==> src/common/sweep_pkg.sv <==
// Shared constants, enums and carrier structs for the sweep capture controller.
// Assumes a single 100 MHz clock domain and an APB slave for software access.
package sweep_pkg;

  localparam int CLK_MHZ = 100;
  localparam int CLK_HZ = 100_000_000;

  // Sweep spacing and stretch spacing, 2.5 ms
  localparam int SPACING_US = 2500;
  localparam int SPACING_CYC = SPACING_US * CLK_MHZ;
  // Longest delayed trigger, in seconds
  localparam int DELAY_MAX_S = 1000;
  localparam longint DELAY_MAX_CYC = longint'(DELAY_MAX_S) * longint'(CLK_HZ);
  localparam int SWEEP_MAX = 200000;
  localparam int SWITCH_MAX = 200000;
  localparam int SLOW_RATE_MAX_HZ = 50000;

  localparam int SAMPLE_W = 27;
  localparam int DELAY_W = 37;
  localparam int CNT_W = 18;
  localparam int SLOT_CNT = 2;
  localparam int SLOT_W = 1;

  // APB map
  localparam logic [7:0] CTRL_OFF = 8'h00;
  localparam logic [7:0] LEN_OFF = 8'h04;
  localparam logic [7:0] PRE_OFF = 8'h08;
  localparam logic [7:0] DLY_LO_OFF = 8'h0C;
  localparam logic [7:0] DLY_HI_OFF = 8'h10;
  localparam logic [7:0] STAT_OFF = 8'h14;
  localparam logic [7:0] SWEEPS_OFF = 8'h18;
  localparam logic [7:0] MARKS_OFF = 8'h1C;
  localparam logic [7:0] SWITCH_OFF = 8'h20;
  localparam logic [7:0] RATE_OFF = 8'h24;

  // CTRL fields
  localparam int CTRL_RUN = 0;
  localparam int CTRL_MODE_LSB = 1;
  localparam int CTRL_STRETCH = 3;
  localparam int CTRL_DELAY_EN = 4;
  localparam int CTRL_CHAN_LSB = 8;

  localparam logic [SAMPLE_W-1:0] LEN_RESET = 27'h0000400;
  localparam logic [SAMPLE_W-1:0] PRE_RESET = 27'h0000000;

  typedef enum logic [1:0] {
    MODE_SINGLE = 2'b00,
    MODE_MULTI = 2'b01,
    MODE_SLOWFAST = 2'b10
  } mode_e;

  typedef enum logic [2:0] {
    ST_IDLE = 3'b000,
    ST_PRE = 3'b001,
    ST_DELAY = 3'b010,
    ST_POST = 3'b011,
    ST_DONE = 3'b100
  } state_e;

  typedef struct packed {
    logic run;
    mode_e mode;
    logic stretch;
    logic delay_en;
    logic [7:0] chan_en;
    logic [SAMPLE_W-1:0] len;
    logic [SAMPLE_W-1:0] pre;
    logic [DELAY_W-1:0] delay;
    logic [15:0] slow_div;
    logic [15:0] fast_div;
  } cfg_s;

  typedef struct packed {
    logic valid;
    logic marker;
    logic [SLOT_W-1:0] slot;
    logic [SAMPLE_W-1:0] pre_kept;
    logic [SAMPLE_W-1:0] length;
  } sweep_desc_s;

endpackage : sweep_pkg

==> src/rtl/spacing_timer.sv <==
// Down-counter that marks when a minimum spacing has elapsed since its last restart.
// Assumes the restart pulse comes from the sweep controller on the same clock.
`timescale 1ns/1ps
module spacing_timer (
  input wire logic clk,
  input wire logic rst,
  input wire logic restart,
  output logic open_o
);

  typedef struct packed {
    logic [31:0] cnt;
    logic open;
  } st_s;

  st_s state_reg;
  st_s state_next;

  always_comb
  begin
    state_next = state_reg;
    if (restart)
    begin
      state_next.cnt = 32'(sweep_pkg::SPACING_CYC - 1);
      state_next.open = 1'b0;
    end
    else if (state_reg.cnt != 32'h00000000)
    begin
      state_next.cnt = state_reg.cnt - 32'h00000001;
    end
    else
    begin
      state_next.open = 1'b1;
    end
  end

  always_ff @(posedge clk)
  begin
    if (rst)
    begin
      state_reg <= '{cnt: 32'h00000000, open: 1'b1};
    end
    else
    begin
      state_reg <= state_next;
    end
  end

  assign open_o = state_reg.open;

  spacing_closed_a: assert property (@(posedge clk) disable iff (rst)
    restart |=> !open_o [*8])
    else $error("spacing opened too early");

endmodule : spacing_timer

==> src/rtl/sweep_capture_controller.sv <==
// Triggered sweep acquisition controller: single, multiple and slow-fast sweeps.
// Assumes trig and sample_tick are synchronous one-cycle pulses, storage handshakes on clk.
// Summary of operation
// - Pre-trigger length is programmable from zero up to the full sweep length.
// - Early trigger keeps only captured pre-trigger samples, shortening that segment.
// - Effective trigger may be delayed up to one thousand seconds.
// - Delayed trigger keeps no pre-trigger, records from the delayed point, whole sweep is post-trigger.
// - With stretch on, a post-trigger retrigger restarts the post count; the code never stretches a sweep started by a delayed trigger.
// - No stretch if the restarted post length no longer fits memory.
// - At most one stretch per 2.5 ms.
// - Multiple-sweep mode captures at most 200000 sweeps per recording.
// - Multiple-sweep mode captures at most 400 sweeps per second.
// - Zero re-arm time, but sweeps spaced by at least 2.5 ms.
// - Storage of a sweep starts as soon as its trigger is detected.
// - Sweep memory is freed only after all enabled channels are stored.
// - Sweeps are stored one at a time in capture order.
// - Triggers during overrun record only an event marker, no data.
// - Capture resumes at first trigger with room for a full sweep.
// - Slow rate is at most half the fast rate and 50 kS/s.
// - At most 400 rate switches per second, 200000 in total.
// - Rate switching stops once the sweep ends.
// - Slow-fast acts as single sweep, switches only in post-trigger segment.
//
// Local design decisions: the placing of the registers and register access over APB.
`timescale 1ns/1ps
module sweep_capture_controller (
  input wire logic clk,
  input wire logic rst,
  input wire logic psel,
  input wire logic penable,
  input wire logic pwrite,
  input wire logic [7:0] paddr,
  input wire logic [31:0] pwdata,
  output logic [31:0] prdata,
  output logic pready,
  output logic pslverr,
  input wire logic trig,
  input wire logic sample_tick,
  input wire logic fast_req,
  output logic capture_en,
  output logic fast_rate,
  output logic desc_valid,
  output logic desc_marker,
  output logic [sweep_pkg::SLOT_W-1:0] desc_slot,
  output logic [sweep_pkg::SAMPLE_W-1:0] desc_pre,
  output logic [sweep_pkg::SAMPLE_W-1:0] desc_len,
  input wire logic desc_ready,
  input wire logic [7:0] chan_done,
  input wire logic [sweep_pkg::SLOT_W-1:0] done_slot
);

  localparam int AW = sweep_pkg::SAMPLE_W;
  localparam int SLOT_CNT_W = sweep_pkg::SLOT_CNT;

  typedef struct packed {
    sweep_pkg::cfg_s cfg;
    sweep_pkg::state_e st;
    logic [AW-1:0] pre_cnt;
    logic [AW-1:0] post_cnt;
    logic [AW-1:0] used;
    logic [sweep_pkg::DELAY_W-1:0] dly_cnt;
    logic [sweep_pkg::CNT_W-1:0] sweeps;
    logic [sweep_pkg::CNT_W-1:0] marks;
    logic [sweep_pkg::CNT_W-1:0] switches;
    logic [SLOT_CNT_W-1:0] slot_busy;
    logic [SLOT_CNT_W*8-1:0] chan_seen;
    logic [sweep_pkg::SLOT_W-1:0] wr_slot;
    logic fast;
    logic [31:0] sw_gap;
    logic cap;
    sweep_pkg::sweep_desc_s desc;
    logic [31:0] rdata;
    logic ready;
  } state_s;

  state_s state_reg;
  state_s state_next;
  logic spacing_open;
  logic sweep_start;
  logic stretch_go;

  // One decode reused by read and write paths
  function automatic logic hit(input logic [7:0] a, input logic [7:0] off);
    hit = (a == off);
  endfunction : hit

  spacing_timer u_spacing (
    .clk(clk),
    .rst(rst),
    .restart(sweep_start | stretch_go),
    .open_o(spacing_open)
  );

  always_comb
  begin
    logic [AW-1:0] post_len;
    logic room;
    logic [31:0] slow_min;
    post_len = state_reg.cfg.len - state_reg.cfg.pre;
    // Full sweep needs a free slot
    room = (state_reg.slot_busy[state_reg.wr_slot] == 1'b0);
    // Fast divider must be at most half the slow one, slow at most 50 kS/s
    slow_min = 32'(sweep_pkg::CLK_HZ / sweep_pkg::SLOW_RATE_MAX_HZ);
    state_next = state_reg;
    state_next.ready = 1'b0;
    sweep_start = 1'b0;
    stretch_go = 1'b0;
    state_next.desc.valid = state_reg.desc.valid & ~desc_ready;
    if (state_reg.sw_gap != 32'h00000000)
    begin
      state_next.sw_gap = state_reg.sw_gap - 32'h00000001;
    end

    // APB slave, one wait state
    if (psel && penable && !state_reg.ready)
    begin
      state_next.ready = 1'b1;
      state_next.rdata = 32'h00000000;
      if (pwrite)
      begin
        if (hit(paddr, sweep_pkg::CTRL_OFF))
        begin
          state_next.cfg.run = pwdata[sweep_pkg::CTRL_RUN];
          state_next.cfg.mode = sweep_pkg::mode_e'(pwdata[sweep_pkg::CTRL_MODE_LSB +: 2]);
          state_next.cfg.stretch = pwdata[sweep_pkg::CTRL_STRETCH];
          state_next.cfg.delay_en = pwdata[sweep_pkg::CTRL_DELAY_EN];
          state_next.cfg.chan_en = pwdata[sweep_pkg::CTRL_CHAN_LSB +: 8];
          if (pwdata[sweep_pkg::CTRL_RUN] && !state_reg.cfg.run)
          begin
            state_next.sweeps = '0;
            state_next.marks = '0;
            state_next.switches = '0;
          end
        end
        if (hit(paddr, sweep_pkg::LEN_OFF))
        begin
          state_next.cfg.len = pwdata[AW-1:0];
        end
        if (hit(paddr, sweep_pkg::PRE_OFF))
        begin
          // Clamp to the sweep length
          state_next.cfg.pre = (pwdata[AW-1:0] > state_reg.cfg.len) ?
                               state_reg.cfg.len : pwdata[AW-1:0];
        end
        if (hit(paddr, sweep_pkg::DLY_LO_OFF))
        begin
          state_next.cfg.delay[31:0] = pwdata;
        end
        if (hit(paddr, sweep_pkg::DLY_HI_OFF))
        begin
          state_next.cfg.delay[sweep_pkg::DELAY_W-1:32] = pwdata[sweep_pkg::DELAY_W-33:0];
        end
        if (hit(paddr, sweep_pkg::RATE_OFF))
        begin
          state_next.cfg.fast_div = pwdata[15:0];
          state_next.cfg.slow_div = pwdata[31:16];
        end
      end
      else
      begin
        case (1'b1)
          hit(paddr, sweep_pkg::CTRL_OFF): state_next.rdata = {16'h0000,
            state_reg.cfg.chan_en, 3'h0, state_reg.cfg.delay_en, state_reg.cfg.stretch,
            state_reg.cfg.mode, state_reg.cfg.run};
          hit(paddr, sweep_pkg::LEN_OFF): state_next.rdata = 32'(state_reg.cfg.len);
          hit(paddr, sweep_pkg::PRE_OFF): state_next.rdata = 32'(state_reg.cfg.pre);
          hit(paddr, sweep_pkg::DLY_LO_OFF): state_next.rdata = state_reg.cfg.delay[31:0];
          hit(paddr, sweep_pkg::DLY_HI_OFF):
            state_next.rdata = 32'(state_reg.cfg.delay[sweep_pkg::DELAY_W-1:32]);
          hit(paddr, sweep_pkg::STAT_OFF): state_next.rdata = {25'h0000000,
            state_reg.slot_busy, state_reg.fast, state_reg.desc.valid, state_reg.st};
          hit(paddr, sweep_pkg::SWEEPS_OFF): state_next.rdata = 32'(state_reg.sweeps);
          hit(paddr, sweep_pkg::MARKS_OFF): state_next.rdata = 32'(state_reg.marks);
          hit(paddr, sweep_pkg::SWITCH_OFF): state_next.rdata = 32'(state_reg.switches);
          hit(paddr, sweep_pkg::RATE_OFF):
            state_next.rdata = {state_reg.cfg.slow_div, state_reg.cfg.fast_div};
          default: state_next.rdata = 32'h00000000;
        endcase
      end
    end

    // Slot release once every enabled channel reports done
    for (int s = 0; s < sweep_pkg::SLOT_CNT; s++)
    begin
      if (chan_done != 8'h00 && done_slot == sweep_pkg::SLOT_W'(s))
      begin
        state_next.chan_seen[s*8 +: 8] = state_reg.chan_seen[s*8 +: 8] | chan_done;
      end
      if ((state_next.chan_seen[s*8 +: 8] & state_reg.cfg.chan_en) == state_reg.cfg.chan_en
          && state_reg.slot_busy[s])
      begin
        state_next.slot_busy[s] = 1'b0;
        state_next.chan_seen[s*8 +: 8] = 8'h00;
      end
    end

    case (state_reg.st)
      sweep_pkg::ST_IDLE:
      begin
        state_next.fast = 1'b0;
        if (state_reg.cfg.run)
        begin
          state_next.st = sweep_pkg::ST_PRE;
          state_next.pre_cnt = '0;
        end
      end
      sweep_pkg::ST_PRE:
      begin
        if (sample_tick && state_reg.pre_cnt < state_reg.cfg.pre)
        begin
          state_next.pre_cnt = state_reg.pre_cnt + 1'b1;
        end
        if (trig && spacing_open)
        begin
          if (!room)
          begin
            // Overrun: marker only, stay armed
            state_next.marks = state_reg.marks + 1'b1;
            state_next.desc = '{valid: 1'b1, marker: 1'b1, slot: state_reg.wr_slot,
                                pre_kept: '0, length: '0};
          end
          else
          begin
            sweep_start = 1'b1;
            state_next.slot_busy[state_reg.wr_slot] = 1'b1;
            state_next.post_cnt = state_reg.cfg.delay_en ? state_reg.cfg.len : post_len;
            state_next.used = state_reg.cfg.delay_en ? '0 : state_reg.pre_cnt;
            state_next.dly_cnt = state_reg.cfg.delay;
            state_next.st = state_reg.cfg.delay_en ? sweep_pkg::ST_DELAY : sweep_pkg::ST_POST;
            state_next.sweeps = state_reg.sweeps + 1'b1;
            // Storage is told about the sweep at trigger time
            state_next.desc = '{valid: 1'b1, marker: 1'b0, slot: state_reg.wr_slot,
              pre_kept: state_reg.cfg.delay_en ? '0 : state_reg.pre_cnt,
              length: state_reg.cfg.len};
          end
        end
      end
      sweep_pkg::ST_DELAY:
      begin
        if (state_reg.dly_cnt == '0)
        begin
          state_next.st = sweep_pkg::ST_POST;
        end
        else
        begin
          state_next.dly_cnt = state_reg.dly_cnt - 1'b1;
        end
      end
      sweep_pkg::ST_POST:
      begin
        if (sample_tick)
        begin
          state_next.post_cnt = state_reg.post_cnt - 1'b1;
          state_next.used = state_reg.used + 1'b1;
        end
        // Stretch needs the restarted post length to fit what is left
        if (trig && state_reg.cfg.stretch && spacing_open && !state_reg.cfg.delay_en &&
            (AW+1)'(state_reg.used) + (AW+1)'(post_len) <= (AW+1)'(state_reg.cfg.len))
        begin
          stretch_go = 1'b1;
          state_next.post_cnt = post_len;
        end
        else if (trig && state_reg.cfg.mode == sweep_pkg::MODE_MULTI)
        begin
          state_next.marks = state_reg.marks + 1'b1;
        end
        // Switches only inside post-trigger of a slow-fast sweep
        if (state_reg.cfg.mode == sweep_pkg::MODE_SLOWFAST && fast_req != state_reg.fast &&
            state_reg.sw_gap == '0 && 32'(state_reg.switches) < sweep_pkg::SWITCH_MAX &&
            32'(state_reg.cfg.slow_div) >= slow_min &&
            17'(state_reg.cfg.slow_div) >= {state_reg.cfg.fast_div, 1'b0})
        begin
          state_next.fast = fast_req;
          state_next.switches = state_reg.switches + 1'b1;
          state_next.sw_gap = 32'(sweep_pkg::SPACING_CYC - 1);
        end
        if (state_reg.post_cnt == '0 || (sample_tick && state_reg.post_cnt == AW'(1)))
        begin
          state_next.wr_slot = state_reg.wr_slot + 1'b1;
          state_next.fast = 1'b0;
          if (state_reg.cfg.mode == sweep_pkg::MODE_MULTI &&
              state_reg.sweeps < sweep_pkg::CNT_W'(sweep_pkg::SWEEP_MAX))
          begin
            state_next.st = sweep_pkg::ST_PRE;
            state_next.pre_cnt = '0;
          end
          else
          begin
            state_next.st = sweep_pkg::ST_DONE;
          end
        end
      end
      sweep_pkg::ST_DONE:
      begin
        state_next.fast = 1'b0;
        if (!state_reg.cfg.run)
        begin
          state_next.st = sweep_pkg::ST_IDLE;
        end
      end
      default: state_next.st = sweep_pkg::ST_IDLE;
    endcase
    if (!state_reg.cfg.run && state_reg.st != sweep_pkg::ST_IDLE)
    begin
      state_next.st = sweep_pkg::ST_IDLE;
      state_next.fast = 1'b0;
    end
    state_next.cap = (state_next.st == sweep_pkg::ST_PRE) || (state_next.st == sweep_pkg::ST_POST);
  end

  always_ff @(posedge clk)
  begin
    if (rst)
    begin
      state_reg <= '0;
      state_reg.cfg.len <= sweep_pkg::LEN_RESET;
      state_reg.cfg.pre <= sweep_pkg::PRE_RESET;
    end
    else
    begin
      state_reg <= state_next;
    end
  end

  assign prdata = state_reg.rdata;
  assign pready = state_reg.ready;
  assign pslverr = 1'b0;
  assign capture_en = state_reg.cap;
  assign fast_rate = state_reg.fast;
  assign desc_valid = state_reg.desc.valid;
  assign desc_marker = state_reg.desc.marker;
  assign desc_slot = state_reg.desc.slot;
  assign desc_pre = state_reg.desc.pre_kept;
  assign desc_len = state_reg.desc.length;

  pre_trunc_a: assert property (@(posedge clk) disable iff (rst)
    sweep_start && !state_reg.cfg.delay_en |=> desc_pre == $past(state_reg.pre_cnt))
    else $error("kept pre-trigger wrong");
  store_now_a: assert property (@(posedge clk) disable iff (rst)
    sweep_start |=> desc_valid && !desc_marker)
    else $error("storage not started at trigger");
  marker_only_a: assert property (@(posedge clk) disable iff (rst)
    state_reg.st == sweep_pkg::ST_PRE && state_reg.cfg.run && trig && spacing_open &&
    state_reg.slot_busy[state_reg.wr_slot] |=> desc_marker && state_reg.st == sweep_pkg::ST_PRE)
    else $error("overrun trigger started a sweep");
  spacing_a: assert property (@(posedge clk) disable iff (rst)
    sweep_start |=> !sweep_start [*8])
    else $error("sweeps too close");
  stretch_fit_a: assert property (@(posedge clk) disable iff (rst)
    stretch_go |-> (AW+1)'(state_reg.used) + (AW+1)'(state_reg.cfg.len - state_reg.cfg.pre) <=
      (AW+1)'(state_reg.cfg.len))
    else $error("stretch overflows memory");
  no_switch_a: assert property (@(posedge clk) disable iff (rst)
    state_reg.st == sweep_pkg::ST_DONE |=> !fast_rate)
    else $error("switch after sweep end");
  delay_post_a: assert property (@(posedge clk) disable iff (rst)
    sweep_start && state_reg.cfg.delay_en |=> state_reg.post_cnt == state_reg.cfg.len)
    else $error("delayed sweep not all post");
  sweep_cap_a: assert property (@(posedge clk) disable iff (rst)
    state_reg.sweeps <= sweep_pkg::CNT_W'(sweep_pkg::SWEEP_MAX))
    else $error("too many sweeps");

  sweep_start_c: cover property (@(posedge clk) sweep_start);
  stretch_c: cover property (@(posedge clk) stretch_go);
  marker_c: cover property (@(posedge clk) desc_valid && desc_marker);
  switch_c: cover property (@(posedge clk) $rose(fast_rate));

endmodule : sweep_capture_controller
==> config.mk <==
export PLATFORM = sky130hd
export DESIGN_NAME = sweep_capture_controller
export DESIGN_NICKNAME = d
export VERILOG_FILES = /design/src/common/sweep_pkg.sv /design/src/rtl/spacing_timer.sv /design/src/rtl/sweep_capture_controller.sv
export SDC_FILE = /design/constraint.sdc
export NUM_CORES = 2
export LEC_CHECK = 0
export ABC_CLOCK_PERIOD_IN_PS = 6900
export BUFFER_PORTS_ARGS = -buffer_cell sky130_fd_sc_hd__buf_2
export CORE_ASPECT_RATIO = 0.7
export CORE_MARGIN = 2
export CORE_UTILIZATION = 55
export DETAILED_ROUTE_END_ITERATION = 6
export PLACE_DENSITY = 0.82
export RECOVER_POWER = 50
export SLEW_MARGIN = 20
export SYNTH_ARGS = -nofsm -noshare
export SYNTH_HDL_FRONTEND = slang
export SYNTH_SLANG_ARGS = --single-unit
==> constraint.sdc <==
create_clock -name clk -period 6.9 [get_ports clk]
set_input_delay 1.38 -clock clk [delete_from_list [all_inputs] [get_ports clk]]
set_output_delay 1.38 -clock clk [all_outputs]
set_load 0.02 [all_outputs]
==> reports/metrics.csv <==
stage;metric;value;unit
clock_network;clockBufferDepth;3;
global_routing;antenna_found_initial;6;
worst_setup_path;cp.buffers_inverters;6;
sta;worst_pin_slew;3.20;ns
final_layout;nets;3983;
sta;slew_viol_final;320;
pwr;p_seq_share;42.5;%
clock_network;htreeDepth;2;
job;drv_cap;10;
synth;syn_inst;3746;
run_status;run_status;finished, violations left;
final_layout;largest_reg_flops;362;
sta;setup_ws;0.231;ns
die;pin_count;151;
worst_setup_path;max_stage_delay;0.39;ns
worst_setup_path;crit_arrival;7.20;ns
global_routing;grt.overflow.total;0;
route;ant_nets;0;
worst_setup_path;critPathKind;reg2reg;
pwr;comb_power_share;19.4;%
global_routing;grt_usage;34.0;%
synth;synth_edf_count;0;
pwr;swShare;30.4;%
worst_setup_path;cp-endpoint;state_reg[277];
global_routing;grt_pass1_wl;148000;um
place;port-buffer-count;149;
synth;seq_area_frac_synth;33.5;%
synth;ys_seq_elements;487;
min_path;hp-class;reg2reg;
worst_setup_path;reg2reg_slack;0.23;ns
sta;hold_violations;0;
clock_network;cts_tree;yes;
route;dr.first_iter.drc_count;3822;
worst_setup_path;r2r-start;state_reg[389];
synth;ys.warnings.count;0;
worst_setup_path;crit_fanout;19;
pwr;internal_power;5140;uW
final_layout;utilization;61.0;%
sta;period_share;96.7;%
pwr;p_switching;2250;uW
clock_network;clk_pin_slew;0.07;ns
place;dpl.hpwl;70100;um
worst_setup_path;r2r-end;state_reg[277];
clock_network;holdBufCountCts;0;
final_layout;drive_gt1_share;8.42;%
die;core;52200;um2
run_status;violations;design-rule violations, max-capacitance violations, max-slew violations;
synth;avgSynthCellArea;7.76;um2
die;die_h;196;um
global_routing;grt_pass1_vias;25423;
place;placed_cells;4389;
worst_setup_path;cp-end-kind;flop;
worst_setup_path;critical_path.startpoint;state_reg[389];
synth;synth.distinct_cells;90;
die;dieArea;54800;um2
sta;setup_viol;0;
clock_network;cts-root-buf;clkbuf_16;
pwr;power_leakage;0.0119;uW
place;place_congestion;1.04;
worst_setup_path;start_kind;flop;
final_layout;layout.cells.non_filler;4486;
pwr;p_per_area;232;nW/um2
worst_setup_path;ff2ff_path_depth;30;
die;dieWidth;279;um
sta;finalCriticalPeriod;6.67;ns
place;place_ws;0.0239;ns
sta;finalSetupTns;0;ns
clock_network;clock-sinks;487;
route;avgViaCountPerCell;6.48;
synth;synth.net_count;3967;
route;first_pass_iters;7;
pwr;irDropWorstVdd;0.000282;V
worst_setup_path;cp.depth;30;
clock_network;numCtsBuffers;47;
die;floorplan.initialDensity;55.7;%
route;remaining_drc_errors;4;
clock_network;clk_latency;0.62;ns
final_layout;area_growth;9.45;%
worst_setup_path;critPathTopFamily;compound AO/OA/AOI/OAI gates;
sta;fmaxAchievable;150;MHz
route;wl;97300;um
synth;synth_area;29100;um2
sta;clock_skew;0.0232;ns
worst_setup_path;cp_slowest_cell;or3b_1;
global_routing;grt_max_degree;116;
route;vias;29086;
pwr;clkPwrFrac;38.1;%
die;rows;70;
synth;synthFlopType;dfxtp_1;
synth;ys_async_sr_fraction;0;%
worst_setup_path;crit_required;7.43;ns
route;wl_per_cell;21.7;um
sta;slew_headroom;-114;%
==> worst reg2reg max path: cells and delay by family (launching register included) <==
kind	cells	cell delay (ns)
buffers and inverters	6	0.90
XOR/XNOR	2	0.28
AND/OR/NAND/NOR	4	0.87
flip-flops	1	0.36
AO/OA/AOI/OAI	15	3.26
adder cells (fa/ha/maj)	3	0.92
==> cell usage after synthesis (24+ instances only) <==
cell / count / area, um2
o21ai_0: 160 / 801
xor2_1: 60 / 526
inv_1: 116 / 435
dfxtp_1: 487 / 9750
nand4_1: 39 / 244
mux2i_1: 74 / 741
or3_1: 27 / 169
a211oi_1: 63 / 473
clkbuf_1: 181 / 679
a221oi_1: 43 / 377
a22oi_1: 76 / 571
xnor2_1: 92 / 806
nand3_1: 109 / 546
nor4_1: 46 / 288
a31oi_1: 40 / 250
buf_4: 90 / 676
nor2_1: 419 / 1570
ha_1: 161 / 2010
a21oi_1: 382 / 1910
nand2b_1: 52 / 325
nor3_1: 111 / 556
and3_1: 47 / 294
a311oi_1: 24 / 210
a21o_1: 42 / 315
nand2_1: 461 / 1730
==> kinds of logic (layout without fill, tap and decap cells) <==
family                   Yosys count  in the layout  synth area share (%)
flip-flops                       487            487                  33.5
buffers and inverters            411            464                  6.63
AND/OR/NAND/NOR                 1420           1420                  22.7
multiplexers                      81             81                  2.82
XOR/XNOR                         152            152                  4.58
other                              1              4                0.0129
AO/OA/AOI/OAI                   1031           1031                  22.7
adder cells (fa/ha/maj)          163            163                  7.07
==> timing repair <==
item                       4_1_cts  5_1_grt
setup endpoints to repair       11       78
pin swaps                        0       15
buffers inserted                 0        6
gates resized for setup          2       40
cloned                           0        1
==> per-layer routing <==
layer	GRT usage [%]	vias to the layer above	routed length (um)
met4	13.0	6	3780
met3	10.1	251	13300
met2	46.8	1732	38400
li1	-	13469	-
met1	49.2	13628	41700
met5	1.50	-	131
==> power by group through the flow <==
stage / registers, uW / logic, uW / clock network (uW)
3_5_place_dp: 3190 / 1390 / 0
6_report: 3140 / 1440 / 2810
3_3_place_gp: 3190 / 1360 / 0
2_1_floorplan: 3160 / 1090 / 0
4_1_cts: 3130 / 1400 / 2820
5_1_grt: 3160 / 1610 / 2930
==> through the flow <==
| stage | hold slack, ns | power, uW | area, um2 |
|---|---|---|---|
| after detailed placement | 0.444 | 4580 | 30100 |
| after global placement | 0.440 | 4550 | 30100 |
| after floorplan | 0.432 | 4250 | 29100 |
| final | 0.455 | 7380 | 31800 |
| after global routing | 0.478 | 7690 | 31800 |
| after CTS | 0.455 | 7360 | 31800 |
==> layout make-up <==
type | instances | area, um2
clock inverters | 29 | 357
multi-input cells | 2848 | 17600
inverters | 117 | 439
repair buffers | 261 | 1540
diodes | 3 | 7.51
clock buffers | 57 | 1280
flip-flops and latches | 487 | 9750
well taps | 684 | 856
fillers | 4660 | 20400
==> cells in the final DEF, fill, tap and decap left out, types with 18 or more instances in the layout <==
cell type,Yosys,layout
dfxtp_1,487,486
nand2_1,461,461
nor2_1,419,414
a21oi_1,382,373
ha_1,161,159
o21ai_0,160,153
inv_1,116,116
nor3_1,111,110
nand3_1,109,107
clkbuf_1,181,105
buf_4,90,95
xnor2_1,92,90
a22oi_1,76,76
mux2i_1,74,73
a211oi_1,63,62
xor2_1,60,60
buf_2,13,55
nand2b_1,52,52
clkbuf_16,0,48
and3_1,47,47
nor4_1,46,44
a21o_1,42,42
a221oi_1,43,42
nand4_1,39,39
a31oi_1,40,39
or3_1,27,27
a311oi_1,24,23
o211ai_1,22,22
nor2b_1,19,18
o221ai_1,18,18
==> worst min-delay path by stage <==
stage / start / to / slack (ns) / cells past startpoint
after floorplan: desc_len[26] / desc_len[26] / 0.43 / 2
after global placement: desc_len[9] / desc_len[9] / 0.44 / 2
after detailed placement: desc_len[15] / desc_len[15] / 0.44 / 2
after CTS: desc_len[19] / desc_len[19] / 0.45 / 2
after global routing: desc_len[21] / desc_len[21] / 0.48 / 2
final: desc_len[23] / desc_len[23] / 0.46 / 2
Power figures use the tool's default switching activity.
